`src/hdl/tcr_consts.svh`:
```
/*
 * Register map, field positions, reset values and bus answers of the
 * two-timer control and readout block.
 * Assumes inclusion by bare name from the package and the top module.
 */
`ifndef TCR_CONSTS_SVH
`define TCR_CONSTS_SVH

// per-timer window: second timer sits one stride above the first
`define TCR_TMR_STRIDE   8'h20
`define TCR_TMR_SEL_BIT  5
`define TCR_OFF_SC       8'h00
`define TCR_OFF_CNTH     8'h04
`define TCR_OFF_CNTL     8'h08
`define TCR_OFF_MOD      8'h0C
`define TCR_OFF_CAP      8'h10
`define TCR_OFF_ISTAT    8'h40
`define TCR_OFF_IMASK    8'h44

// status and control byte
`define TCR_SC_OVF       7
`define TCR_SC_IE        6
`define TCR_SC_HALT      5
`define TCR_SC_CLR       4
`define TCR_SC_PRESC_LO  0

`define TCR_PRESC_EXT    3'h7
`define TCR_MOD_RST      16'hFFFF
`define TCR_HALT_RST     1'b1
`define TCR_MASK_RST     2'h0

`define TCR_RESP_OKAY    2'h0
`define TCR_RESP_SLVERR  2'h2

`endif

```
`src/hdl/tcr_pkg.sv`:
```
/*
 * Types shared by the timer control and readout block.
 * Assumes tcr_consts.svh is on the include path.
 */
`include "tcr_consts.svh"

package tcr_pkg;

    typedef enum logic [2:0] {
        TCR_REG_SC,
        TCR_REG_CNTH,
        TCR_REG_CNTL,
        TCR_REG_MOD,
        TCR_REG_CAP,
        TCR_REG_ISTAT,
        TCR_REG_IMASK,
        TCR_REG_NONE
    } tcr_reg_t;

    typedef struct packed {
        logic             awready;
        logic             wready;
        logic             aw_have;
        logic             w_have;
        logic [7:0]       awaddr;
        logic [31:0]      wdata;
        logic [3:0]       wstrb;
        logic             bvalid;
        logic [1:0]       bresp;
        logic             arready;
        logic             rvalid;
        logic [31:0]      rdata;
        logic [1:0]       rresp;
        logic [7:0]       raddr;
        logic [1:0][15:0] cnt;
        logic [1:0][5:0]  pre;
        logic [1:0]       halt;
        logic [1:0]       ovf_ie;
        logic [1:0]       ovf;
        logic [1:0]       ovf_armed;
        logic [1:0][2:0]  prescale_select;
        logic [1:0][15:0] modv;
        logic [1:0][7:0]  lat_buf;
        logic [1:0]       latched;
        logic [1:0]       ext_prev;
        logic [1:0][15:0] cap_val;
        logic [1:0]       cap_strobe;
        logic [1:0]       tirq;
        logic [1:0]       ev_stat;
        logic [1:0]       ev_mask;
        logic             irq;
    } tcr_state_t;

endpackage

```
`src/hdl/tcr_top.sv`:
```
/*
 * Two 16-bit timers: control bits, prescaler, counter with modulo,
 * byte-wise readout with low-byte latch, capture gating, interrupts,
 * all behind an AXI4-Lite slave.
 * Assumes every input is synchronous to clk, including the external
 * timer clocks and the capture requests from the channel logic.
 */
// Implementation choices: the placing of the registers and the AXI4-Lite slave port.
`timescale 1ns/1ns
`default_nettype none
`include "tcr_consts.svh"

module tcr_top #(
    parameter int unsigned ADDR_W = 8
) (
    input  wire logic              clk,
    input  wire logic              reset_n,
    input  wire logic [ADDR_W-1:0] s_axi_awaddr,
    input  wire logic              s_axi_awvalid,
    output logic                   s_axi_awready,
    input  wire logic [31:0]       s_axi_wdata,
    input  wire logic [3:0]        s_axi_wstrb,
    input  wire logic              s_axi_wvalid,
    output logic                   s_axi_wready,
    output logic [1:0]             s_axi_bresp,
    output logic                   s_axi_bvalid,
    input  wire logic              s_axi_bready,
    input  wire logic [ADDR_W-1:0] s_axi_araddr,
    input  wire logic              s_axi_arvalid,
    output logic                   s_axi_arready,
    output logic [31:0]            s_axi_rdata,
    output logic [1:0]             s_axi_rresp,
    output logic                   s_axi_rvalid,
    input  wire logic              s_axi_rready,
    input  wire logic [1:0]        timer_external_clock,
    input  wire logic [1:0]        capture_request,
    output logic [1:0]             capture_strobe,
    output logic [1:0]             overflow_irq,
    output logic                   irq
);
    import tcr_pkg::*;

    tcr_state_t s_ff;
    tcr_state_t nxt_s;

    // assertion helpers, driven alongside the next state
    logic [1:0] wr_clr;
    logic [1:0] wr_halt;
    logic [1:0] rd_low;
    logic [1:0] rd_high;
    logic [1:0] ovf_ev;

    function automatic tcr_reg_t decode(input logic [7:0] a);
        logic [7:0] off;
        off = a & (`TCR_TMR_STRIDE - 8'h01);
        decode = TCR_REG_NONE;
        if (a == `TCR_OFF_ISTAT) begin
            decode = TCR_REG_ISTAT;
        end else if (a == `TCR_OFF_IMASK) begin
            decode = TCR_REG_IMASK;
        end else if (a < (`TCR_TMR_STRIDE << 1)) begin
            unique case (off)
                `TCR_OFF_SC:   decode = TCR_REG_SC;
                `TCR_OFF_CNTH: decode = TCR_REG_CNTH;
                `TCR_OFF_CNTL: decode = TCR_REG_CNTL;
                `TCR_OFF_MOD:  decode = TCR_REG_MOD;
                `TCR_OFF_CAP:  decode = TCR_REG_CAP;
                default:       decode = TCR_REG_NONE;
            endcase
        end
    endfunction

    // low bits of the prescaler that must all be ones for a tick
    function automatic logic [5:0] pre_mask(input logic [2:0] sel);
        pre_mask = 6'(({6'h00, 1'b1} << sel) - 7'h01);
    endfunction

    always_comb begin
        tcr_reg_t   wk;
        tcr_reg_t   rk;
        logic       wi;
        logic       ri;
        logic       do_wr;
        logic       tick;
        logic [7:0] sc;
        nxt_s   = s_ff;
        wr_clr  = 2'h0;
        wr_halt = 2'h0;
        rd_low  = 2'h0;
        rd_high = 2'h0;
        ovf_ev  = 2'h0;
        wk      = decode(s_ff.awaddr);
        wi      = s_ff.awaddr[`TCR_TMR_SEL_BIT];
        rk      = decode(8'(s_axi_araddr));
        ri      = s_axi_araddr[`TCR_TMR_SEL_BIT];
        // a write waits while the previous response is still unclaimed
        do_wr   = s_ff.aw_have && s_ff.w_have && !s_ff.bvalid;
        tick    = 1'b0;
        sc      = 8'h00;

        // write channel: address and data taken in either order
        if (s_ff.awready && s_axi_awvalid) begin
            nxt_s.aw_have = 1'b1;
            nxt_s.awaddr  = 8'(s_axi_awaddr);
        end
        if (s_ff.wready && s_axi_wvalid) begin
            nxt_s.w_have = 1'b1;
            nxt_s.wdata  = s_axi_wdata;
            nxt_s.wstrb  = s_axi_wstrb;
        end
        if (s_ff.bvalid && s_axi_bready) begin
            nxt_s.bvalid = 1'b0;
        end
        if (do_wr) begin
            nxt_s.aw_have = 1'b0;
            nxt_s.w_have  = 1'b0;
            nxt_s.bvalid  = 1'b1;
            nxt_s.bresp   = (wk == TCR_REG_NONE) ? `TCR_RESP_SLVERR
                                                 : `TCR_RESP_OKAY;
            if (wk == TCR_REG_SC && s_ff.wstrb[0]) begin
                nxt_s.ovf_ie[wi]    = s_ff.wdata[`TCR_SC_IE];
                nxt_s.halt[wi]      = s_ff.wdata[`TCR_SC_HALT];
                nxt_s.prescale_select[wi] = s_ff.wdata[`TCR_SC_PRESC_LO +: 3];
                wr_clr[wi]          = s_ff.wdata[`TCR_SC_CLR];
                wr_halt[wi]         = s_ff.wdata[`TCR_SC_HALT];
                // writing 1 to the flag does nothing; 0 clears once armed
                if (!s_ff.wdata[`TCR_SC_OVF] && s_ff.ovf_armed[wi]) begin
                    nxt_s.ovf[wi] = 1'b0;
                end
                nxt_s.ovf_armed[wi] = 1'b0;
            end
            if (wk == TCR_REG_MOD) begin
                if (s_ff.wstrb[0]) begin
                    nxt_s.modv[wi][7:0] = s_ff.wdata[7:0];
                end
                if (s_ff.wstrb[1]) begin
                    nxt_s.modv[wi][15:8] = s_ff.wdata[15:8];
                end
            end
            if (wk == TCR_REG_IMASK && s_ff.wstrb[0]) begin
                nxt_s.ev_mask = s_ff.wdata[1:0];
            end
            // count bytes and capture value ignore writes
        end
        nxt_s.awready = !nxt_s.aw_have;
        nxt_s.wready  = !nxt_s.w_have;

        // read channel; read side effects happen on acceptance
        if (s_ff.rvalid && s_axi_rready) begin
            nxt_s.rvalid = 1'b0;
        end
        if (s_ff.arready && s_axi_arvalid) begin
            nxt_s.rvalid = 1'b1;
            nxt_s.raddr  = 8'(s_axi_araddr);
            nxt_s.rresp  = (rk == TCR_REG_NONE) ? `TCR_RESP_SLVERR
                                                : `TCR_RESP_OKAY;
            nxt_s.rdata  = 32'h0000_0000;
            unique case (rk)
                TCR_REG_SC: begin
                    sc[`TCR_SC_OVF]        = s_ff.ovf[ri];
                    sc[`TCR_SC_IE]         = s_ff.ovf_ie[ri];
                    sc[`TCR_SC_HALT]       = s_ff.halt[ri];
                    sc[`TCR_SC_PRESC_LO +: 3] = s_ff.prescale_select[ri];
                    nxt_s.rdata[7:0]       = sc;
                    if (s_ff.ovf[ri]) begin
                        nxt_s.ovf_armed[ri] = 1'b1;
                    end
                end
                TCR_REG_CNTH: begin
                    rd_high[ri]      = 1'b1;
                    nxt_s.rdata[7:0] = s_ff.cnt[ri][15:8];
                    if (!s_ff.latched[ri]) begin
                        nxt_s.lat_buf[ri] = s_ff.cnt[ri][7:0];
                        nxt_s.latched[ri] = 1'b1;
                    end
                end
                TCR_REG_CNTL: begin
                    rd_low[ri] = 1'b1;
                    // held value survives until this read or a clear of the counter
                    nxt_s.rdata[7:0] = s_ff.latched[ri] ? s_ff.lat_buf[ri]
                                                        : s_ff.cnt[ri][7:0];
                    nxt_s.latched[ri] = 1'b0;
                end
                TCR_REG_MOD: nxt_s.rdata[15:0] = s_ff.modv[ri];
                TCR_REG_CAP: nxt_s.rdata[15:0] = s_ff.cap_val[ri];
                TCR_REG_ISTAT: begin
                    nxt_s.rdata[1:0] = s_ff.ev_stat;
                    nxt_s.ev_stat    = 2'h0;
                end
                TCR_REG_IMASK: nxt_s.rdata[1:0] = s_ff.ev_mask;
                TCR_REG_NONE:  nxt_s.rdata = 32'h0000_0000;
            endcase
        end
        nxt_s.arready = !nxt_s.rvalid;

        // the two timers are identical
        for (int i = 0; i < 2; i++) begin
            // external clock counts on its rising edge; it idles low
            nxt_s.ext_prev[i] = timer_external_clock[i];
            if (s_ff.prescale_select[i] == `TCR_PRESC_EXT) begin
                tick = timer_external_clock[i] && !s_ff.ext_prev[i];
            end else begin
                tick = (s_ff.pre[i] & pre_mask(s_ff.prescale_select[i]))
                       == pre_mask(s_ff.prescale_select[i]);
            end
            if (wr_clr[i]) begin
                // counter, prescaler and readout latch go to zero
                nxt_s.cnt[i]     = 16'h0000;
                nxt_s.pre[i]     = 6'h00;
                nxt_s.lat_buf[i] = 8'h00;
                nxt_s.latched[i] = 1'b0;
            end else if (!s_ff.halt[i]) begin
                // prescaler frozen with the counter, so a halt keeps phase
                nxt_s.pre[i] = s_ff.pre[i] + 6'h01;
                if (tick) begin
                    if (s_ff.cnt[i] == s_ff.modv[i]) begin
                        nxt_s.cnt[i] = 16'h0000;
                        ovf_ev[i]    = 1'b1;
                    end else begin
                        nxt_s.cnt[i] = s_ff.cnt[i] + 16'h0001;
                    end
                end
            end
            // a new overflow beats a clear in the same cycle
            if (ovf_ev[i]) begin
                nxt_s.ovf[i]       = 1'b1;
                nxt_s.ovf_armed[i] = 1'b0;
                nxt_s.ev_stat[i]   = 1'b1;
            end
            nxt_s.cap_strobe[i] = capture_request[i] && !s_ff.halt[i];
            if (nxt_s.cap_strobe[i]) begin
                nxt_s.cap_val[i] = s_ff.cnt[i];
            end
            nxt_s.tirq[i] = nxt_s.ovf[i] && nxt_s.ovf_ie[i];
        end
        nxt_s.irq = |(nxt_s.ev_stat & nxt_s.ev_mask);
    end

    always_ff @(posedge clk or negedge reset_n) begin
        if (!reset_n) begin
            s_ff         <= '0;
            s_ff.halt    <= {2{`TCR_HALT_RST}};
            s_ff.modv    <= {2{`TCR_MOD_RST}};
            s_ff.ev_mask <= `TCR_MASK_RST;
            // counter bytes and latch take zero with the rest
        end else begin
            s_ff <= nxt_s;
        end
    end

    assign s_axi_awready  = s_ff.awready;
    assign s_axi_wready   = s_ff.wready;
    assign s_axi_bvalid   = s_ff.bvalid;
    assign s_axi_bresp    = s_ff.bresp;
    assign s_axi_arready  = s_ff.arready;
    assign s_axi_rvalid   = s_ff.rvalid;
    assign s_axi_rdata    = s_ff.rdata;
    assign s_axi_rresp    = s_ff.rresp;
    assign capture_strobe = s_ff.cap_strobe;
    assign overflow_irq   = s_ff.tirq;
    assign irq            = s_ff.irq;

    a_reset_halt_set: assert property (
        @(posedge clk) $rose(reset_n) |-> s_ff.halt == 2'h3)
        else $error("halt bits not set after reset");

    a_halt_freezes_count: assert property (
        @(posedge clk) disable iff (!reset_n)
        (s_ff.halt[0] && !wr_clr[0]) |=> $stable(s_ff.cnt[0]))
        else $error("counter moved while halted");

    a_capture_gated: assert property (
        @(posedge clk) disable iff (!reset_n)
        capture_strobe[1] |-> !$past(s_ff.halt[1]))
        else $error("capture passed while halted");

    a_clear_zeroes: assert property (
        @(posedge clk) disable iff (!reset_n)
        wr_clr[0] |=> (s_ff.cnt[0] == 16'h0000 && s_ff.pre[0] == 6'h00))
        else $error("clear did not zero counter and prescaler");

    a_clear_reads_zero: assert property (
        @(posedge clk) disable iff (!reset_n)
        (s_ff.rvalid && s_ff.raddr == `TCR_OFF_SC) |-> !s_ff.rdata[4])
        else $error("clear bit read back as one");

    a_halt_clear_stops: assert property (
        @(posedge clk) disable iff (!reset_n)
        (wr_clr[0] && wr_halt[0]) |=> (s_ff.cnt[0] == 16'h0000) [*3])
        else $error("halt with clear did not stop at zero");

    a_latch_holds: assert property (
        @(posedge clk) disable iff (!reset_n)
        (s_ff.latched[0] && !rd_low[0] && !wr_clr[0])
        |=> (s_ff.latched[0] && $stable(s_ff.lat_buf[0])))
        else $error("latched low byte changed without a low read");

    a_flag_set_wins: assert property (
        @(posedge clk) disable iff (!reset_n)
        ovf_ev[0] |=> (s_ff.ovf[0] && s_ff.ev_stat[0]))
        else $error("overflow event lost");

    a_ovf_irq_level: assert property (
        @(posedge clk) disable iff (!reset_n)
        overflow_irq[0] == (s_ff.ovf[0] && s_ff.ovf_ie[0]))
        else $error("overflow request does not follow flag and enable");

    a_ovf_irq_disabled: assert property (
        @(posedge clk) disable iff (!reset_n)
        !s_ff.ovf_ie[1] |-> !overflow_irq[1])
        else $error("overflow request while disabled");

    a_high_read_latches: assert property (
        @(posedge clk) disable iff (!reset_n)
        (rd_high[0] && !s_ff.latched[0] && !wr_clr[0])
        |=> (s_ff.latched[0]
             && s_ff.lat_buf[0] == $past(s_ff.cnt[0][7:0])))
        else $error("high byte read did not latch the low byte");

    a_clear_drops_latch: assert property (
        @(posedge clk) disable iff (!reset_n)
        wr_clr[0] |=> (!s_ff.latched[0] && s_ff.lat_buf[0] == 8'h00))
        else $error("clear left a latched low byte");

endmodule
`default_nettype wire

```
`config.mk`:
```
export PLATFORM = sky130hd
export DESIGN_NAME = tcr_top
export DESIGN_NICKNAME = d
export VERILOG_FILES = /design/src/hdl/tcr_pkg.sv /design/src/hdl/tcr_top.sv
export VERILOG_INCLUDE_DIRS = /design/src /design/src/hdl
export SDC_FILE = /design/constraint.sdc
export NUM_CORES = 1
export LEC_CHECK = 0
export BUFFER_PORTS_ARGS = -buffer_cell sky130_fd_sc_hd__buf_2
export CAP_MARGIN = 20
export CORE_MARGIN = 4
export CORE_UTILIZATION = 60
export DETAILED_ROUTE_END_ITERATION = 10
export GPL_ROUTABILITY_DRIVEN = 0
export PLACE_DENSITY = 0.92
export SLEW_MARGIN = 25
export SYNTH_ARGS = -nofsm -noshare
export SYNTH_HDL_FRONTEND = slang
export SYNTH_SLANG_ARGS = --single-unit
```
`constraint.sdc`:
```
create_clock -name clk -period 3.37 [get_ports clk]
set_input_delay 0.674 -clock clk [delete_from_list [all_inputs] [get_ports clk]]
set_output_delay 0.674 -clock clk [all_outputs]
set_load 0.03 [all_outputs]
```
* Yosys cells after proc, flatten, opt, wreduce, memory -nomap -nowiden *
Index checks and enable logic that the tools add are counted.

storage, ports and cells
  input port bits = 63
  memories = 0
  word-level logic and storage cells = 258
  memory bits (read-only) = 0
  flip-flop bits (word level) = 212
  memory bits (writable) = 0
  latch bits = 0

cells by class
  mux-type cells = 112
  shifts and indexed selects = 2
  reductions and logical operators = 49
  bitwise operators = 11
  $lt $le $gt $ge = 6
  multiply operators = 0
  equality and inequality tests = 34
  divide/modulo/power cells = 0
  $add $sub $neg = 6

operators by type and width
  cell                     count
  $mux W16                 16
  $mux W32                 5
  $bwmux W32               2
  $mux W8                  7
  $mux W44                 1
  $mux W43                 1
  $mux W18                 2
  $mux W1                  34
  $add A16 B1 Y16 const B  2
  $demux W16 S1            2
  $eq A16 B16 Y1           2
  $eq A8 B7 Y1 const B     4
  $mux W3                  10
  $pmux W3 S5              2
  $pmux W6 S5              1
  $mux W2                  13
  $eq A3 B3 Y1 const B     8
  $mux W6                  4
  $eq A5 B4 Y1 const B     4
  $logic_and A1 B1 Y1      18
  $bwmux W16               1
  $logic_not A8 Y1         2
  $lt A8 B7 Y1 const B     2
  $pmux W2 S8              1
  other kinds (32)         76

* Logic depth before layout (Yosys ltp) *
  depth in word-level cells = 17
  depth in mapped cells = 11
  depth with buffers taken out = 9

* Worst setup path before layout *
No wires, ideal clock.

  kind = reg2reg
  start = reg s_ff[97] (netlist bit)
  end = reg s_ff (netlist bit irq)
  stages on the path, launching flop included = 11
  period minus slack after synthesis = 2593 ps
  required time = 3233 ps
  setup slack = 777 ps
  arrival = 2455 ps
  buffers on the path = 2
  path through = dfrtp_1 > clkbuf_1 > or3_1 > ha_1 > nor2b_1 > o311ai_1 > o2111ai_1 > a21oi_1 > clkbuf_1 > o31a_1 > o221ai_1

RTL lines
  what                    line            source
  from (decl)             tcr_top.sv:43   tcr_state_t s_ff;
  from (signal assigned)  tcr_top.sv:247  s_ff <= nxt_s;

* Worst setup path in the final report *
  start = reg s_ff[94] (netlist bit)
  end = reg s_ff[126] (netlist bit)

between the ends
  longest elaborated chain between the ends = 7
  elaborated cells on any way between the ends = 8
  those cells by class = add/sub: 1; eq/ne: 2; shift: 1; mux: 1; bitwise: 1; reduce/logical: 2

ends and longest elaborated chain
  what                              line            source
  $shl A1 B3 Y6                     tcr_top.sv:75   pre_mask = 6'(({6'h00, 1'b1} << sel) - 7'h01);
  $sub A6 B1 Y6                     tcr_top.sv:75
  $and A6 B6 Y6                     tcr_top.sv:203  tick = (s_ff.pre[i] & pre_mask(s_ff.prescale_select[i]))
  $eq A6 B6 Y1                      tcr_top.sv:204  == pre_mask(s_ff.prescale_select[i]);
  $mux W1 (*)                       tcr_top.sv:200  if (s_ff.prescale_select[i] == `TCR_PRESC_EXT) begin
  $reduce_bool A2 Y1 (no line) (*)  --
  $reduce_and A2 Y1 (no line) (*)   --

Mark *: on every way between the ends. The rest lies on a longest branch, timed or not.
A chain may end at the register's enable or synchronous reset.

==> run metrics <==
diode count 0; Pint 5.55 mW; GRT overflow 0; post-route insts no fill 1277; row cnt 48; Mapped Avg Cell Area 11.0 µm²; First DRT Iteration DRCs 1134; CTS clk-pin slew, worst paths 0.06 ns; final hold vios 0; die width 143 µm; Routed Antenna Nets 0; Via density 6.71; min Tclk post-route 2.82 ns; Pwr Total 8.48 mW; share of Yosys cell area claimed by the top area cell type 38.6%; Worst Reg-to-Reg Cells 8; Clock Skew 0.0168 ns; origin of the critical flop-to-flop path s_ff[94]$_DFFE_PN0P_; routed vias 8571; most common cell after layout, fill and taps aside dfrtp_1; Remaining DRCs 0; Pwr Density 703 nW/µm²; first-pass GRT wire length 46100 µm; crit share post-route 83.7%; max-capacitance violation count 0; main combinational cell family by area after synthesis multiplexers; switching share of power 34.5%; Fmax 0.355 GHz; TritonCTS Buffers 22; first drt pass iteration count 5; Synth async-reset ratio 100%; gr usage total 28.4%; Setup CP Type reg2reg; commonest non-fill, non-tap cells in the layout 168 x dfrtp_1, 108 x mux2_2, 71 x buf_2; R2R Setup Slk 0.55 ns; status finished, final reports clean; Initial Utilization 62.0%; crit-path max FO 17; clk sinks 202; cts hold-fix bufs 0; slew margin rel. 34.2%; Max VDD drop 0.595 mV; root buf cell clkbuf_16; PortBufs 72; startpoint types register; routed len/inst 22.8 µm; Distinct cells, synth 76; initial antenna violation count 2; post-CTS setup buffer count 0; Post-CTS Resized 0; area growth from synthesis to layout 10.9%; Final nets 1105; register area share after synthesis 46.9%; CP Capture Type register; IO Pins 109; Comb pwr share 26.8%; Post-Synth XOR/XNOR Area 3.22%; Final Instance Area 12100 µm²; vias in the first global route 8385; worst path required time 3.75 ns; Warnings, synthesis 0; Synth Area in Simple Gates 13.3%; Leakage 5.26 nW; Setup Viol. Count Final 0; Slew Viols, Final 0; Mapped Cells 993; drt total wl 29100 µm; Post-DP Area 11300 µm²; Core Area 17500 µm²; RSZ-0062 raised after global routing no; layout cell share with drive strength beyond 1 29.6%; Least-Margin Pin Slew 0.984 ns; Sequential Power Share 43.3%; sw power 2.93 mW; clk_lat worst skew 0.51 ns; die footprint 20400 µm²; Data arrival, critical path 3.20 ns; Post-Synth Adder-Cell Area 0.690%; top cells by area in the synthesized netlist dfrtp_1 39%, mux2_2 11%, dfstp_2 8.2%, mux2i_1 5.2%, buf_4 2.8%; Synth area leader dfrtp_1; Tightest Hold Check Type in2async; H-tree levels 1; Synth Area in Compound Gates 12.0%; number of synthesized flops with an enable pin 0; Setup TNS 0 ns; clock share of power 29.8%; CTS tree yes; mux contribution to synthesized area 17.7%; top_reg_cell synth dfrtp_1; placed cells 1237; r2r endpoint s_ff[126]$_DFFE_PN0P_; Yosys reg bits 202; dpl hpwl 20300 µm; Mapped Area 10900 µm²; CTS max path bufs 3; Die Y 143 µm; largest net degree at the start of global routing 85
[sequential cells by signal, summed over array words and instances, names as in the netlist]
| register | cells |
|---|---|
| s_axi_bresp | 1 |
| overflow_irq | 2 |
| capture_strobe | 2 |
| irq | 1 |
| s_axi_arready | 1 |
| s_axi_rdata | 16 |
| s_axi_bvalid | 1 |
| s_axi_wready | 1 |
| s_axi_rresp | 1 |
| s_axi_rvalid | 1 |
| s_ff | 174 |
| s_axi_awready | 1 |
[cell families after synthesis]
logic type               count (synthesis)
AND/OR/NAND/NOR                        263
flip-flops                             202
AO/OA/AOI/OAI                          179
multiplexers                           171
buffers and inverters                  131
XOR/XNOR                                40
adder cells (fa/ha/maj)                  6
other                                    1
[worst max-delay path, cell delays in order (launching register included)]
cell       delay [ns]
dfrtp_1          0.49
or3_1            0.41
ha_1             0.25
nor2b_1          0.16
o211ai_1         0.18
o2111ai_1        0.17
a21o_1           0.41
and2_1           0.36
a32o_1           0.27
[worst max-delay path by stage]
stage | slack (ns) | cells after the start | startpoint | end
2_1_floorplan | 0.78 | 10 | s_ff[97]$_DFFE_PN0P_ | irq$_DFF_PN0_
3_3_place_gp | 0.47 | 7 | s_axi_araddr[5] | s_axi_rdata[3]$_DFFE_PN0P_
3_5_place_dp | 0.39 | 7 | s_axi_araddr[5] | s_axi_rdata[4]$_DFFE_PN0P_
4_1_cts | 0.55 | 10 | s_ff[97]$_DFFE_PN0P_ | s_ff[149]$_DFFE_PN0P_
5_1_grt | 0.34 | 8 | s_ff[94]$_DFFE_PN0P_ | s_ff[127]$_DFFE_PN0P_
6_report | 0.55 | 8 | s_ff[94]$_DFFE_PN0P_ | s_ff[126]$_DFFE_PN0P_
[power by group through the flow]
| stage | clock [mW] | combinational, mW | sequential [mW] |
|---|---|---|---|
| 2_1_floorplan | 0 | 1.80 | 3.40 |
| 3_3_place_gp | 0 | 2.10 | 3.64 |
| 3_5_place_dp | 0 | 2.22 | 3.68 |
| 4_1_cts | 2.54 | 2.26 | 3.64 |
| 5_1_grt | 2.64 | 2.48 | 3.73 |
| 6_report | 2.53 | 2.27 | 3.67 |
[metrics by stage]
step | utilization [%] | setup WS (ns) | hold slack (ns)
final | 68.8 | 0.549 | 0.213
after floorplan | - | 0.777 | 0.378
after CTS | 68.8 | 0.547 | 0.239
after detailed placement | 64.5 | 0.393 | 0.470
after global routing | 68.8 | 0.344 | 0.257
after global placement | 64.5 | 0.467 | 0.467
[final cells by class]
| type | count | area, µm² |
|---|---|---|
| Clock buffer | 33 | 643 |
| Sequential cell | 202 | 5100 |
| Tap cell | 225 | 282 |
| Clock inverter | 7 | 113 |
| Multi-Input combinational cell | 677 | 5180 |
| Fill cell | 1168 | 5480 |
| Inverter | 24 | 90.1 |
| Timing Repair Buffer | 109 | 659 |
[Yosys cell counts, types with 22 or more instances]
cell and n:
a21oi_1 33, dfrtp_1 168, mux2_2 108, buf_4 41, clkbuf_1 42, inv_1 24
nand4_1 22, o21ai_0 25, nand2_1 55, mux2i_1 57, nor2_1 58, dfstp_2 34
[metal layers]
metal,global-route usage [%],wire length [µm]
met1,38.2,11100
met5,0,27
met4,11.9,1590
met3,6.26,2970
met2,45.1,13400
Note: power is estimated with default switching activity, not from simulation.
